===== src/uart_async_defines.vh =====
// Overview of operation
// - Bit-rate divisor n accepts any value 0x00 to 0xFF per channel.
// - External clock mode takes its source from the transfer clock pin.
// - Overrun overwrites receive buffer; receive interrupt request stays unchanged.
// - Sleep mode stores only characters whose MSB is one.
// - Sleep only on channels 0/1; inversion and polarity reverse only on channel 2.
// - Channel 2 data logic bit inverts data on buffer write and read.
// - Data inversion touches character bits only, never start, parity or stop.
// - Channel 2 polarity reverse inverts every line level; default is normal.
// - Channel 2 compares output and input pins once per bit, mid-cell, while sending; mismatch interrupts.
// - Serial output idles high (low with channel 2 polarity reverse); open-drain floats a high level.
// - Clock pin is clock input only when external clock selected; never channel 2.
// - Handshake pin is request-to-send output when enabled and selected, clear-to-send input when enabled but not selected, else general.
// - Internal bit rate is fi/16(n+1) with fi from f1, f8 or f32.
// - Frame: one start, 7/8/9 data, odd/even/no parity, one or two stops.
// - Transmit starts only with enable, data present and clear-to-send low if used.
// - Overrun, framing and parity errors flagged, with an error sum flag.
`ifndef UART_ASYNC_DEFINES_VH
`define UART_ASYNC_DEFINES_VH

// ***********************************
// Register offsets
// ***********************************
`define UA_REG_MODE     3'h0
`define UA_REG_CTL0     3'h1
`define UA_REG_CTL1     3'h2
`define UA_REG_BRG      3'h3
`define UA_REG_TXBUF    3'h4
`define UA_REG_RXBUF    3'h5
`define UA_REG_ISTAT    3'h6
`define UA_REG_IMASK    3'h7

// ***********************************
// Field positions
// ***********************************
`define UA_MODE_EXTCLK  3
`define UA_MODE_STOP2   4
`define UA_MODE_ODD     5
`define UA_MODE_PAREN   6
`define UA_MODE_SLEEP   7
`define UA_CTL0_RTSSEL  2
`define UA_CTL0_HSDIS   4
`define UA_CTL0_OPENDR  5
`define UA_CTL0_POLREV  6
`define UA_CTL1_TXEN    0
`define UA_CTL1_TXEMPTY 1
`define UA_CTL1_RXEN    2
`define UA_CTL1_RXFULL  3
`define UA_CTL1_INV     6
`define UA_RX_OVR       12
`define UA_RX_FRM       13
`define UA_RX_PAR       14
`define UA_RX_SUM       15

// Interrupt status bits
`define UA_IRQ_TXLOAD   0
`define UA_IRQ_TXDONE   1
`define UA_IRQ_RXFULL   2
`define UA_IRQ_ERR      3
`define UA_IRQ_BUSCOL   4
`define UA_IRQ_BITS     5

// ***********************************
// Reset values and encodings
// ***********************************
`define UA_MODE_RST     8'h00
`define UA_CTL0_RST     8'h00
`define UA_CTL1_RST     8'h00
`define UA_BRG_RST      8'h00
`define UA_LEN7         2'h0
`define UA_LEN8         2'h1
`define UA_LEN9         2'h2
`define UA_SRC_F1       2'h0
`define UA_SRC_F8       2'h1
`define UA_SRC_F32      2'h2
`define UA_PRE_F8_END   5'h07
`define UA_PRE_F32_END  5'h1F
`define UA_OVS_LAST     4'hF
`define UA_OVS_MID      4'h7
`define UA_OVS_COMPARE  4'h8

`endif

===== src/bit_rate_divider.v =====
`timescale 1ns/1ps
module bit_rate_divider #(
   parameter WIDTH = 8
) (
   input  wire             clk,
   input  wire             srst,
   input  wire             srcTick,
   input  wire [WIDTH-1:0] divisor,
   output wire             tick
);
   reg [WIDTH-1:0] count_ff;
   reg             tick_ff;

   // Divide source ticks by n+1
   always @(posedge clk)
   begin
      if (srst)
      begin
         count_ff <= {WIDTH{1'b0}};
         tick_ff  <= 1'b0;
      end
      else
      begin
         tick_ff <= 1'b0;
         if (srcTick)
         begin
            if (count_ff >= divisor)
            begin
               count_ff <= {WIDTH{1'b0}};
               tick_ff  <= 1'b1;
            end
            else
               count_ff <= count_ff + {{(WIDTH-1){1'b0}}, 1'b1};
         end
      end
   end

   assign tick = tick_ff;
endmodule // bit_rate_divider


===== src/uart_async_channel.v =====
`timescale 1ns/1ps
`include "uart_async_defines.vh"
module uart_async_channel #(
   parameter IS_CH2 = 0
) (
   input  wire        clk,
   input  wire        srst,
   input  wire [2:0]  regAddr,
   input  wire [15:0] regWrData,
   input  wire        regWr,
   input  wire        regRd,
   output reg  [15:0] regRdData,
   output wire        irq,
   input  wire        serialInPin,
   output wire        serialOutPin,
   output wire        serialOutPinEn,
   input  wire        transferClockPin,
   input  wire        handshakePinIn,
   output wire        handshakePinOut,
   output wire        handshakePinEn
);
   localparam S_IDLE   = 3'h0;
   localparam S_START  = 3'h1;
   localparam S_DATA   = 3'h2;
   localparam S_PARITY = 3'h3;
   localparam S_STOP   = 3'h4;

   // ***********************************
   // Registers and pin synchronisers
   // ***********************************
   reg [7:0]  mode_ff, ctl0_ff, brg_ff;
   reg [2:0]  ctl1_ff;
   reg [8:0]  txBuf_ff, rxBuf_ff;
   reg        txFull_ff, rxFull_ff;
   reg        ovrErr_ff, frmErr_ff, parErr_ff;
   reg [`UA_IRQ_BITS-1:0] stat_ff, mask_ff;
   reg [1:0]  rxSync_ff, clkSync_ff, ctsSync_ff;
   reg        clkPrev_ff;
   reg [4:0]  pre_ff;

   // Channel 2 has no sleep and no external clock; 0/1 have no inversion
   wire sleepOn  = (IS_CH2 == 0) & mode_ff[`UA_MODE_SLEEP];
   wire extClkOn = (IS_CH2 == 0) & mode_ff[`UA_MODE_EXTCLK];
   wire invOn    = (IS_CH2 != 0) & ctl1_ff[2];
   wire polRev   = (IS_CH2 != 0) & ctl0_ff[`UA_CTL0_POLREV];
   wire [1:0] charLen = mode_ff[1:0];
   wire [8:0] charMask = (charLen == `UA_LEN7) ? 9'h07F :
                         (charLen == `UA_LEN8) ? 9'h0FF : 9'h1FF;
   wire [3:0] lastIdx = (charLen == `UA_LEN7) ? 4'h6 :
                        (charLen == `UA_LEN8) ? 4'h7 : 4'h8;

   always @(posedge clk)
   begin
      if (srst)
      begin
         rxSync_ff  <= 2'h3;
         clkSync_ff <= 2'h0;
         ctsSync_ff <= 2'h3;
         clkPrev_ff <= 1'b0;
         pre_ff     <= 5'h00;
      end
      else
      begin
         rxSync_ff  <= {rxSync_ff[0], serialInPin};
         clkSync_ff <= {clkSync_ff[0], transferClockPin};
         ctsSync_ff <= {ctsSync_ff[0], handshakePinIn};
         clkPrev_ff <= clkSync_ff[1];
         pre_ff     <= pre_ff + 5'h01;
      end
   end

   // ***********************************
   // Bit clock source
   // ***********************************
   wire extEdge = clkSync_ff[1] & ~clkPrev_ff;
   reg  intTick;
   always @*
   begin
      case (ctl0_ff[1:0])
         `UA_SRC_F1:  intTick = 1'b1;
         `UA_SRC_F8:  intTick = ({2'h0, pre_ff[2:0]} == `UA_PRE_F8_END);
         `UA_SRC_F32: intTick = (pre_ff == `UA_PRE_F32_END);
         default:     intTick = 1'b1;
      endcase
   end
   wire tick16;
   bit_rate_divider #(.WIDTH(8)) rateDiv (
      .clk     (clk),
      .srst    (srst),
      .srcTick (extClkOn ? extEdge : intTick),
      .divisor (brg_ff),
      .tick    (tick16)
   );

   wire rxLine = rxSync_ff[1] ^ polRev;
   wire rtsMode = ~ctl0_ff[`UA_CTL0_HSDIS] & ctl0_ff[`UA_CTL0_RTSSEL];
   wire ctsMode = ~ctl0_ff[`UA_CTL0_HSDIS] & ~ctl0_ff[`UA_CTL0_RTSSEL];

   // ***********************************
   // Transmitter
   // ***********************************
   reg [2:0] txState_ff;
   reg [3:0] txSub_ff, txIdx_ff;
   reg [8:0] txShift_ff;
   reg       txPar_ff, txStop2_ff, txLine_ff;
   reg       evTxLoad, evTxDone, evBusCol;
   wire      txStart = txState_ff == S_IDLE && tick16 && ctl1_ff[0] && txFull_ff
                       && (!ctsMode || !ctsSync_ff[1]);
   wire      txBitEnd = tick16 && txSub_ff == `UA_OVS_LAST;
   wire      outLevel = txLine_ff ^ polRev;

   always @(posedge clk)
   begin
      if (srst)
      begin
         txState_ff <= S_IDLE;
         txSub_ff   <= 4'h0;
         txIdx_ff   <= 4'h0;
         txShift_ff <= 9'h000;
         txPar_ff   <= 1'b0;
         txStop2_ff <= 1'b0;
         txLine_ff  <= 1'b1;
         evTxLoad   <= 1'b0;
         evTxDone   <= 1'b0;
      end
      else
      begin
         evTxLoad <= 1'b0;
         evTxDone <= 1'b0;
         if (tick16 && txState_ff != S_IDLE)
            txSub_ff <= txSub_ff + 4'h1;
         case (txState_ff)
            S_IDLE:
               if (txStart)
               begin
                  txShift_ff <= txBuf_ff & charMask;
                  txPar_ff   <= (^(txBuf_ff & charMask)) ^ mode_ff[`UA_MODE_ODD];
                  txStop2_ff <= mode_ff[`UA_MODE_STOP2];
                  txSub_ff   <= 4'h0;
                  txLine_ff  <= 1'b0;
                  evTxLoad   <= 1'b1;
                  txState_ff <= S_START;
               end
            S_START:
               if (txBitEnd)
               begin
                  txIdx_ff   <= 4'h0;
                  txLine_ff  <= txShift_ff[0];
                  txState_ff <= S_DATA;
               end
            S_DATA:
               if (txBitEnd)
               begin
                  if (txIdx_ff == lastIdx)
                  begin
                     txLine_ff  <= mode_ff[`UA_MODE_PAREN] ? txPar_ff : 1'b1;
                     txState_ff <= mode_ff[`UA_MODE_PAREN] ? S_PARITY : S_STOP;
                  end
                  else
                  begin
                     txShift_ff <= {1'b0, txShift_ff[8:1]};
                     txLine_ff  <= txShift_ff[1];
                     txIdx_ff   <= txIdx_ff + 4'h1;
                  end
               end
            S_PARITY:
               if (txBitEnd)
               begin
                  txLine_ff  <= 1'b1;
                  txState_ff <= S_STOP;
               end
            S_STOP:
               if (txBitEnd)
               begin
                  if (txStop2_ff)
                     txStop2_ff <= 1'b0;
                  else
                  begin
                     evTxDone   <= 1'b1;
                     txState_ff <= S_IDLE;
                  end
               end
            default: txState_ff <= S_IDLE;
         endcase
      end
   end

   // Compare at the rising bit-clock point, mid-cell, so the pin has settled
   always @*
      evBusCol = (IS_CH2 != 0) && txState_ff != S_IDLE && tick16
                 && txSub_ff == `UA_OVS_COMPARE
                 && outLevel != rxSync_ff[1];

   // ***********************************
   // Receiver
   // ***********************************
   reg [2:0] rxState_ff;
   reg [3:0] rxSub_ff, rxIdx_ff;
   reg [8:0] rxShift_ff;
   reg       rxParBad_ff, rxFrmBad_ff, rxStop2_ff;
   reg       rxStore;
   wire      rxMid = tick16 && rxSub_ff == `UA_OVS_LAST;
   wire      rdRx  = regRd && regAddr == `UA_REG_RXBUF;
   wire      rxKeep = !sleepOn || rxShift_ff[lastIdx];

   always @(posedge clk)
   begin
      if (srst)
      begin
         rxState_ff  <= S_IDLE;
         rxSub_ff    <= 4'h0;
         rxIdx_ff    <= 4'h0;
         rxShift_ff  <= 9'h000;
         rxParBad_ff <= 1'b0;
         rxFrmBad_ff <= 1'b0;
         rxStop2_ff  <= 1'b0;
         rxStore     <= 1'b0;
      end
      else
      begin
         rxStore <= 1'b0;
         if (tick16)
            rxSub_ff <= rxSub_ff + 4'h1;
         case (rxState_ff)
            S_IDLE:
               if (tick16 && ctl1_ff[1] && !rxLine)
               begin
                  rxSub_ff   <= 4'h0;
                  rxState_ff <= S_START;
               end
            S_START:
               if (tick16 && rxSub_ff == `UA_OVS_MID)
               begin
                  // Glitch shorter than half a bit is dropped
                  rxSub_ff    <= 4'h0;
                  rxIdx_ff    <= 4'h0;
                  rxShift_ff  <= 9'h000;
                  rxParBad_ff <= 1'b0;
                  rxFrmBad_ff <= 1'b0;
                  rxStop2_ff  <= mode_ff[`UA_MODE_STOP2];
                  rxState_ff  <= rxLine ? S_IDLE : S_DATA;
               end
            S_DATA:
               if (rxMid)
               begin
                  rxShift_ff[rxIdx_ff] <= rxLine;
                  rxIdx_ff <= rxIdx_ff + 4'h1;
                  if (rxIdx_ff == lastIdx)
                     rxState_ff <= mode_ff[`UA_MODE_PAREN] ? S_PARITY : S_STOP;
               end
            S_PARITY:
               if (rxMid)
               begin
                  rxParBad_ff <= (^rxShift_ff) ^ mode_ff[`UA_MODE_ODD] ^ rxLine;
                  rxState_ff  <= S_STOP;
               end
            S_STOP:
               if (rxMid)
               begin
                  rxFrmBad_ff <= rxFrmBad_ff | !rxLine;
                  if (rxStop2_ff)
                     rxStop2_ff <= 1'b0;
                  else
                  begin
                     rxStore    <= 1'b1;
                     rxState_ff <= S_IDLE;
                  end
               end
            default: rxState_ff <= S_IDLE;
         endcase
      end
   end

   // ***********************************
   // Register file and receive buffer
   // ***********************************
   wire wrTx   = regWr && regAddr == `UA_REG_TXBUF;
   wire doStore = rxStore && rxKeep && ctl1_ff[1];
   wire overrun = rxFull_ff && !rdRx;
   wire [8:0] rxData = invOn ? (~rxBuf_ff & charMask) : rxBuf_ff;
   wire [`UA_IRQ_BITS-1:0] events = {evBusCol,
      doStore && (overrun || rxFrmBad_ff || rxParBad_ff),
      doStore && !overrun, evTxDone, evTxLoad};
   // Other-channel MODE and CTL0 bits and unused CTL0 bits never store, so they read back as zero
   wire [7:0] modeKeep = (IS_CH2 != 0) ? 8'h77 : 8'hFF;
   wire [7:0] ctl0Keep = (IS_CH2 != 0) ? 8'h77 : 8'h37;

   always @(posedge clk)
   begin
      if (srst)
      begin
         mode_ff   <= `UA_MODE_RST;
         ctl0_ff   <= `UA_CTL0_RST;
         ctl1_ff   <= 3'h0;
         brg_ff    <= `UA_BRG_RST;
         txBuf_ff  <= 9'h000;
         rxBuf_ff  <= 9'h000;
         txFull_ff <= 1'b0;
         rxFull_ff <= 1'b0;
         ovrErr_ff <= 1'b0;
         frmErr_ff <= 1'b0;
         parErr_ff <= 1'b0;
         stat_ff   <= {`UA_IRQ_BITS{1'b0}};
         mask_ff   <= {`UA_IRQ_BITS{1'b0}};
         regRdData <= 16'h0000;
      end
      else
      begin
         if (regWr)
         begin
            case (regAddr)
               `UA_REG_MODE:  mode_ff <= regWrData[7:0] & modeKeep;
               `UA_REG_CTL0:  ctl0_ff <= regWrData[7:0] & ctl0Keep;
               `UA_REG_CTL1:  ctl1_ff <= {regWrData[`UA_CTL1_INV],
                                 regWrData[`UA_CTL1_RXEN], regWrData[`UA_CTL1_TXEN]};
               `UA_REG_BRG:   brg_ff <= regWrData[7:0];
               `UA_REG_TXBUF: txBuf_ff <= invOn ? (~regWrData[8:0] & charMask)
                                                : regWrData[8:0];
               `UA_REG_IMASK: mask_ff <= regWrData[`UA_IRQ_BITS-1:0];
               default: ;
            endcase
         end
         // A coincident software write wins over the hardware load
         if (evTxLoad)
            txFull_ff <= wrTx;
         else if (wrTx)
            txFull_ff <= 1'b1;
         if (doStore)
         begin
            rxBuf_ff  <= rxShift_ff & charMask;
            rxFull_ff <= 1'b1;
            ovrErr_ff <= ovrErr_ff | overrun;
            frmErr_ff <= rxFrmBad_ff;
            parErr_ff <= rxParBad_ff;
         end
         else if (rdRx)
            rxFull_ff <= 1'b0;
         // Errors clear when the receiver is switched off; a coincident store wins
         if (regWr && regAddr == `UA_REG_CTL1 && !regWrData[`UA_CTL1_RXEN] && !doStore)
         begin
            ovrErr_ff <= 1'b0;
            frmErr_ff <= 1'b0;
            parErr_ff <= 1'b0;
         end
         // Write one to clear; a new event in the same cycle wins
         if (regWr && regAddr == `UA_REG_ISTAT)
            stat_ff <= (stat_ff & ~regWrData[`UA_IRQ_BITS-1:0]) | events;
         else
            stat_ff <= stat_ff | events;
         regRdData <= 16'h0000;
         if (regRd)
         begin
            case (regAddr)
               `UA_REG_MODE:  regRdData <= {8'h00, mode_ff};
               `UA_REG_CTL0:  regRdData <= {8'h00, ctl0_ff};
               `UA_REG_CTL1:  regRdData <= {9'h000, ctl1_ff[2], 2'h0, rxFull_ff,
                                 ctl1_ff[1], !txFull_ff, ctl1_ff[0]};
               `UA_REG_BRG:   regRdData <= {8'h00, brg_ff};
               `UA_REG_TXBUF: regRdData <= {7'h00, txBuf_ff};
               `UA_REG_RXBUF: regRdData <= {ovrErr_ff | frmErr_ff | parErr_ff,
                                 parErr_ff, frmErr_ff, ovrErr_ff, 3'h0, rxData};
               `UA_REG_ISTAT: regRdData <= {11'h000, stat_ff};
               `UA_REG_IMASK: regRdData <= {11'h000, mask_ff};
               default:       regRdData <= 16'h0000;
            endcase
         end
      end
   end

   // ***********************************
   // Pins and interrupt
   // ***********************************
   // Open drain only ever pulls low; a high level floats
   assign serialOutPin    = ctl0_ff[`UA_CTL0_OPENDR] ? 1'b0 : outLevel;
   assign serialOutPinEn  = ctl0_ff[`UA_CTL0_OPENDR] ? ~outLevel : 1'b1;
   // Request-to-send low while the receive buffer can take a character
   assign handshakePinOut = ~(ctl1_ff[1] & ~rxFull_ff);
   assign handshakePinEn  = rtsMode;
   assign irq = |(stat_ff & mask_ff);
endmodule // uart_async_channel


===== config.mk =====
export PLATFORM = sky130hd
export DESIGN_NAME = uart_async_channel
export DESIGN_NICKNAME = d
export VERILOG_FILES = /design/src/bit_rate_divider.v /design/src/uart_async_channel.v
export VERILOG_INCLUDE_DIRS = /design/src
export SDC_FILE = /design/constraint.sdc
export NUM_CORES = 1
export LEC_CHECK = 0
export BUFFER_PORTS_ARGS = -buffer_cell sky130_fd_sc_hd__buf_2
export CAP_MARGIN = 0
export CORE_ASPECT_RATIO = 0.5
export CORE_MARGIN = 3
export CORE_UTILIZATION = 50
export DETAILED_ROUTE_END_ITERATION = 16
export PLACE_DENSITY = 0.7
export REMOVE_ABC_BUFFERS = 1
export SKIP_CTS_REPAIR_TIMING = 1
export SLEW_MARGIN = 10
export SYNTH_ARGS = -nofsm -noshare
export SYNTH_HDL_FRONTEND = slang
export SYNTH_HIERARCHICAL = 1
export SYNTH_SLANG_ARGS = --single-unit

===== constraint.sdc =====
create_clock -name clk -period 2.4 [get_ports clk]
set_input_delay 0.48 -clock clk [delete_from_list [all_inputs] [get_ports clk]]
set_output_delay 0.48 -clock clk [all_outputs]
set_load 0.05 [all_outputs]

==> flow_summary.html <==
<table>
<tr><th>Metric</th><th>Value</th></tr>
<tr><th colspan="2">Floorplan</th></tr>
<tr><td>Die span in x</td><td>between 150 and 200 µm</td></tr>
<tr><td>Height of the chip</td><td>between 80 and 90 µm</td></tr>
<tr><td>Row count</td><td>29</td></tr>
<tr><td>Die footprint</td><td>15060 µm²</td></tr>
<tr><td>Placeable core region</td><td>roughly 13000 µm²</td></tr>
<tr><td>Number of top-level pins</td><td>47</td></tr>
<tr><td>Initial Util</td><td>between 50% and 60%</td></tr>
<tr><th colspan="2">STA</th></tr>
<tr><td>Largest clock skew in the final design</td><td>10.38 ps</td></tr>
<tr><td>Final worst slack</td><td>~230 ps</td></tr>
<tr><td>Setup violations, final</td><td>0</td></tr>
<tr><td>Period utilization</td><td>between 90 and 100%</td></tr>
<tr><td>Count of final max-slew check failures</td><td>0</td></tr>
<tr><td>Setup Total Neg Slack</td><td>0 ps</td></tr>
<tr><td>Minimum clock period</td><td>2172 ps</td></tr>
<tr><td>Worst-case headroom to the max-slew limit</td><td>between 50% and 60%</td></tr>
<tr><td>Worst-Margin Slew</td><td>619.6 ps</td></tr>
<tr><td>Max Freq</td><td>around 0.46 GHz</td></tr>
<tr><td>Min Hold Slack</td><td>between 200 and 250 ps</td></tr>
<tr><td>Number of hold-slack violations in the final timing report</td><td>0</td></tr>
<tr><td>Setup repair after global routing missed its margin</td><td>no</td></tr>
<tr><th colspan="2">Detailed routing</th></tr>
<tr><td>DR iter-0 viols</td><td>around 360</td></tr>
<tr><td>Antenna violation net count after detailed routing</td><td>0</td></tr>
<tr><td>Mean number of vias per cell</td><td>5.699</td></tr>
<tr><td>Post-route DRC violation count</td><td>0</td></tr>
<tr><td>Vias after detailed routing</td><td>between 5k and 6k</td></tr>
<tr><td>Overall routed net length</td><td>about 16000 µm</td></tr>
<tr><td>Initial DRT Pass Iterations</td><td>5</td></tr>
<tr><td>Routed wire length per instance</td><td>roughly 16 µm</td></tr>
<tr><th colspan="2">Clock tree</th></tr>
<tr><td>Buffers from clock root to sink, at most</td><td>2</td></tr>
<tr><td>Buffer type at the clock tree root</td><td>sky130_fd_sc_hd__clkbuf_16</td></tr>
<tr><td>CTS tree</td><td>yes</td></tr>
<tr><td>Clock input transition at the sequential cells of the worst setup and hold paths</td><td>60 ps</td></tr>
<tr><td>Clock sink count</td><td>140</td></tr>
<tr><td>Clk_lat worst skew</td><td>around 420 ps</td></tr>
<tr><td>H-tree depth reported by CTS</td><td>4</td></tr>
<tr><td>CTS buffer count</td><td>17</td></tr>
<tr><th colspan="2">Setup path</th></tr>
<tr><td>FF-to-FF setup slack</td><td>approximately 230 ps</td></tr>
<tr><td>Critical Path RT</td><td>around 2700 ps</td></tr>
<tr><td>Kind of end point of the critical path</td><td>flop</td></tr>
<tr><td>Worst Path Max Fanout</td><td>9</td></tr>
<tr><td>Nature of the critical path startpoint</td><td>flop</td></tr>
<tr><td>Startpoint of the lowest-slack register-to-register path</td><td>pre_ff[0]</td></tr>
<tr><td>Start point of the critical path</td><td>pre_ff[0]</td></tr>
<tr><td>Critical Setup Path Class</td><td>reg2reg</td></tr>
<tr><td>Critical Path AT</td><td>between 2000 and 2500 ps</td></tr>
<tr><th colspan="2">Logic synthesis</th></tr>
<tr><td>Most instantiated flip-flop cell in the synthesis netlist</td><td>sky130_fd_sc_hd__dfxtp_1</td></tr>
<tr><td>Library cell with the largest summed area after synthesis</td><td>sky130_fd_sc_hd__dfxtp_1</td></tr>
<tr><td>Share of synthesized flip-flops with an asynchronous set or reset</td><td>0%</td></tr>
<tr><td>Post-Syn Instances</td><td>slightly below 800</td></tr>
<tr><td>Synthesized area</td><td>between 6000 and 7000 µm²</td></tr>
<tr><td>Yosys reg bits</td><td>between 100 and 150</td></tr>
<tr><td>Number of flops mapped to enable cells by yosys</td><td>0</td></tr>
<tr><td>Synthesized area per cell</td><td>between 8 and 9 µm²</td></tr>
<tr><td>Sequential area share after synthesis</td><td>about two fifths</td></tr>
<tr><td>Most area-consuming cells after synthesis</td><td>sky130_fd_sc_hd__dfxtp_1 (41%), sky130_fd_sc_hd__nand2_1 (6.0%), sky130_fd_sc_hd__mux2i_1 (5.3%), sky130_fd_sc_hd__a21oi_1 (5.1%), sky130_fd_sc_hd__nor2_1 (3.9%)</td></tr>
<tr><td>Unique cell type count in the Yosys netlist</td><td>between 70 and 80</td></tr>
<tr><td>Yosys top cell area share</td><td>41.39%</td></tr>
<tr><td>Synth warn</td><td>6</td></tr>
<tr><th colspan="2">Pwr</th></tr>
<tr><td>Relative contribution of the clock network to total power</td><td>between 40% and 50%</td></tr>
<tr><td>Overall power consumption</td><td>about 5.2 mW</td></tr>
<tr><td>Maximum ir drop on the vdd rail</td><td>441.0 µV</td></tr>
<tr><td>Register share of total power</td><td>a little under half</td></tr>
<tr><td>Internal portion of total power</td><td>3.973 mW</td></tr>
<tr><td>Comb power frac</td><td>approximately 7.0%</td></tr>
<tr><td>Net switching power</td><td>1.277 mW</td></tr>
<tr><td>Leak Pwr</td><td>between 2 and 3 nW</td></tr>
<tr><td>Switching Share</td><td>approximately 24%</td></tr>
<tr><td>Power density cells</td><td>681.7 nW/µm²</td></tr>
<tr><th colspan="2">Global route</th></tr>
<tr><td>Global-route wire length before repair</td><td>~26000 µm</td></tr>
<tr><td>Maximum number of pins on one net before global-route repair</td><td>between 40 and 50</td></tr>
<tr><td>Vias in the first global route</td><td>5088</td></tr>
<tr><td>Antenna violations before repair</td><td>0</td></tr>
<tr><td>Leftover overflow at the end of global routing</td><td>0</td></tr>
<tr><td>Overall fraction of global-route tracks in use</td><td>22.18%</td></tr>
<tr><th colspan="2">Layout</th></tr>
<tr><td>Area of all placed cells without fillers</td><td>between 7000 and 8000 µm²</td></tr>
<tr><td>Final antenna diode count</td><td>0</td></tr>
<tr><td>Count of placed standard cells in the final layout, fillers left out</td><td>~1000</td></tr>
<tr><td>Syn-to-layout area delta</td><td>13.73%</td></tr>
<tr><td>Layout cells sized above 1</td><td>between 10% and 20%</td></tr>
<tr><td>Post-layout nets</td><td>860</td></tr>
<tr><td>Fillers</td><td>1094</td></tr>
<tr><td>Final core occ</td><td>approximately 59%</td></tr>
<tr><th colspan="2">Placed design</th></tr>
<tr><td>Number of I/O port buffers</td><td>36</td></tr>
<tr><td>Setup slack after placement</td><td>about 130 ps</td></tr>
<tr><td>Placer's final routability congestion estimate</td><td>between 0.9 and 1</td></tr>
<tr><td>Cell area after placement</td><td>just over 7000 µm²</td></tr>
<tr><td># placed instances</td><td>between 900 and 1k</td></tr>
<tr><td>Hpwl dp</td><td>roughly 12000 µm</td></tr>
<tr><th colspan="2">Hold path</th></tr>
<tr><td>Hold path start</td><td>serialInPin</td></tr>
<tr><td>Classification of the worst-slack hold path</td><td>in2reg</td></tr>
<tr><th colspan="2">Outcome</th></tr>
<tr><td>Result of the run</td><td>complete, no violations</td></tr>
<tr><th colspan="2">Flow run</th></tr>
<tr><td>Count of max-cap constraint violations</td><td>0</td></tr>
</table>
Yosys cell counts (3+ instances only):
cell,instances
sky130_fd_sc_hd__a211oi_1,3
sky130_fd_sc_hd__a21oi_1,69
sky130_fd_sc_hd__a221oi_1,3
sky130_fd_sc_hd__a22oi_1,6
sky130_fd_sc_hd__a311oi_1,9
sky130_fd_sc_hd__a31oi_1,4
sky130_fd_sc_hd__and2_1,6
sky130_fd_sc_hd__and3_1,4
sky130_fd_sc_hd__buf_1,6
sky130_fd_sc_hd__buf_2,10
sky130_fd_sc_hd__buf_4,5
sky130_fd_sc_hd__clkbuf_1,25
sky130_fd_sc_hd__dfxtp_1,140
sky130_fd_sc_hd__ha_1,21
sky130_fd_sc_hd__inv_1,19
sky130_fd_sc_hd__mux2_2,8
sky130_fd_sc_hd__mux2i_1,36
sky130_fd_sc_hd__nand2_1,109
sky130_fd_sc_hd__nand2b_1,5
sky130_fd_sc_hd__nand3_1,25
sky130_fd_sc_hd__nand3b_1,5
sky130_fd_sc_hd__nand4_1,8
sky130_fd_sc_hd__nor2_1,71
sky130_fd_sc_hd__nor2b_1,16
sky130_fd_sc_hd__nor3_1,13
sky130_fd_sc_hd__nor3_2,10
sky130_fd_sc_hd__nor3b_1,3
sky130_fd_sc_hd__o211ai_1,4
sky130_fd_sc_hd__o21a_1,3
sky130_fd_sc_hd__o21ai_0,23
sky130_fd_sc_hd__o22ai_1,4
sky130_fd_sc_hd__o31ai_1,3
sky130_fd_sc_hd__or2_2,7
sky130_fd_sc_hd__or3_1,4
sky130_fd_sc_hd__or3b_2,3
sky130_fd_sc_hd__xnor2_1,24
sky130_fd_sc_hd__xor2_1,12
power groups by stage:
stage	clock, mW	combinational, mW	sequential (mW)
floorplan	0	0.193	2.46
global placement	0	0.357	2.46
finish	2.47	0.369	2.41
detailed placement	0	0.362	2.46
global route	2.61	0.401	2.41
CTS	2.50	0.364	2.41
final cells by class:
class / instances / area (µm²) / share of cell area (%)
Multi-Input combinational cell: 573 / 3687 / 47.88
Tap cell: 170 / 212.7 / 2.762
Timing Repair Buffer: 60 / 362.8 / 4.712
Sequential cell: 140 / 2803 / 36.39
Inverter: 21 / 78.83 / 1.024
Clock inverter: 10 / 92.59 / 1.202
Clock buffer: 22 / 464.2 / 6.028
cells by family (layout without fill, tap and decap cells):
| logic type | after synthesis | count (layout) | share of synthesized area, % |
|---|---|---|---|
| XOR/XNOR | 36 | 36 | 4.656 |
| buffers and inverters | 68 | 113 | 4.342 |
| flip-flops | 140 | 140 | 41.39 |
| AO/OA/AOI/OAI | 166 | 166 | 16.54 |
| AND/OR/NAND/NOR | 301 | 301 | 21.82 |
| multiplexers | 46 | 46 | 7.317 |
| other | 1 | 3 | 0.05538 |
| adder cells (fa/ha/maj) | 21 | 21 | 3.880 |
worst max-delay path, cell delays in order, from the launching register on:
cell and delay, ps:
sky130_fd_sc_hd__dfxtp_1 320, sky130_fd_sc_hd__ha_1 210, sky130_fd_sc_hd__and3_1 150, sky130_fd_sc_hd__ha_1 170
sky130_fd_sc_hd__a211o_1 250, sky130_fd_sc_hd__a21oi_1 180, sky130_fd_sc_hd__a21oi_2 100, sky130_fd_sc_hd__o2111a_1 140
sky130_fd_sc_hd__a22o_2 360, sky130_fd_sc_hd__nor2b_1 170
sequential cells by signal, indices dropped and copies added (netlist names), 5 cells and up:
register / cells
regRdData: 13
rxBuf_ff: 9
rxShift_ff: 9
txBuf_ff: 9
txShift_ff: 9
brg_ff: 8
mode_ff: 8
rateDiv/count_ff: 8
ctl0_ff: 5
mask_ff: 5
pre_ff: 5
stat_ff: 5
path summary, 6_finish.rpt:
check                                     to  cells after the start
worst min-delay path            rxSync_ff[0]                      2
worst min register to register  rxSync_ff[1]                      1
worst max register to register  rateDiv/tick                      9
worst max-delay path            rateDiv/tick                      9
routing by layer:
metal / share of wire, % / routed length, µm / GRT usage (%) / vias up
met5: 0 / 0 / 0 / -
met4: 1.8 / 290 / 6.770 / 0
met3: 5.0 / 815 / 4.998 / 25
met2: 44 / 7157 / 34.20 / 136
met1: 50 / 8144 / 31.34 / 2705
li1: - / - / - / 2810
cell usage in the layout (no fill, tap or decap), drive strengths merged, types with 5 or more instances in the layout:
cell type and n:
a21oi 71, a22oi 6, a311oi 9, and2 6, and3 5, buf 60, clkbuf 22, clkinv 7
dfxtp 140, ha 21, inv 19, mux2 8, mux2i 36, nand2 109, nand2b 5, nand3 25
nand3b 5, nand4 9, nor2 72, nor2b 16, nor3 23, o21ai 25, o22ai 6, or2 7
xnor2 24, xor2 12
Power figures use the tool's default switching activity.
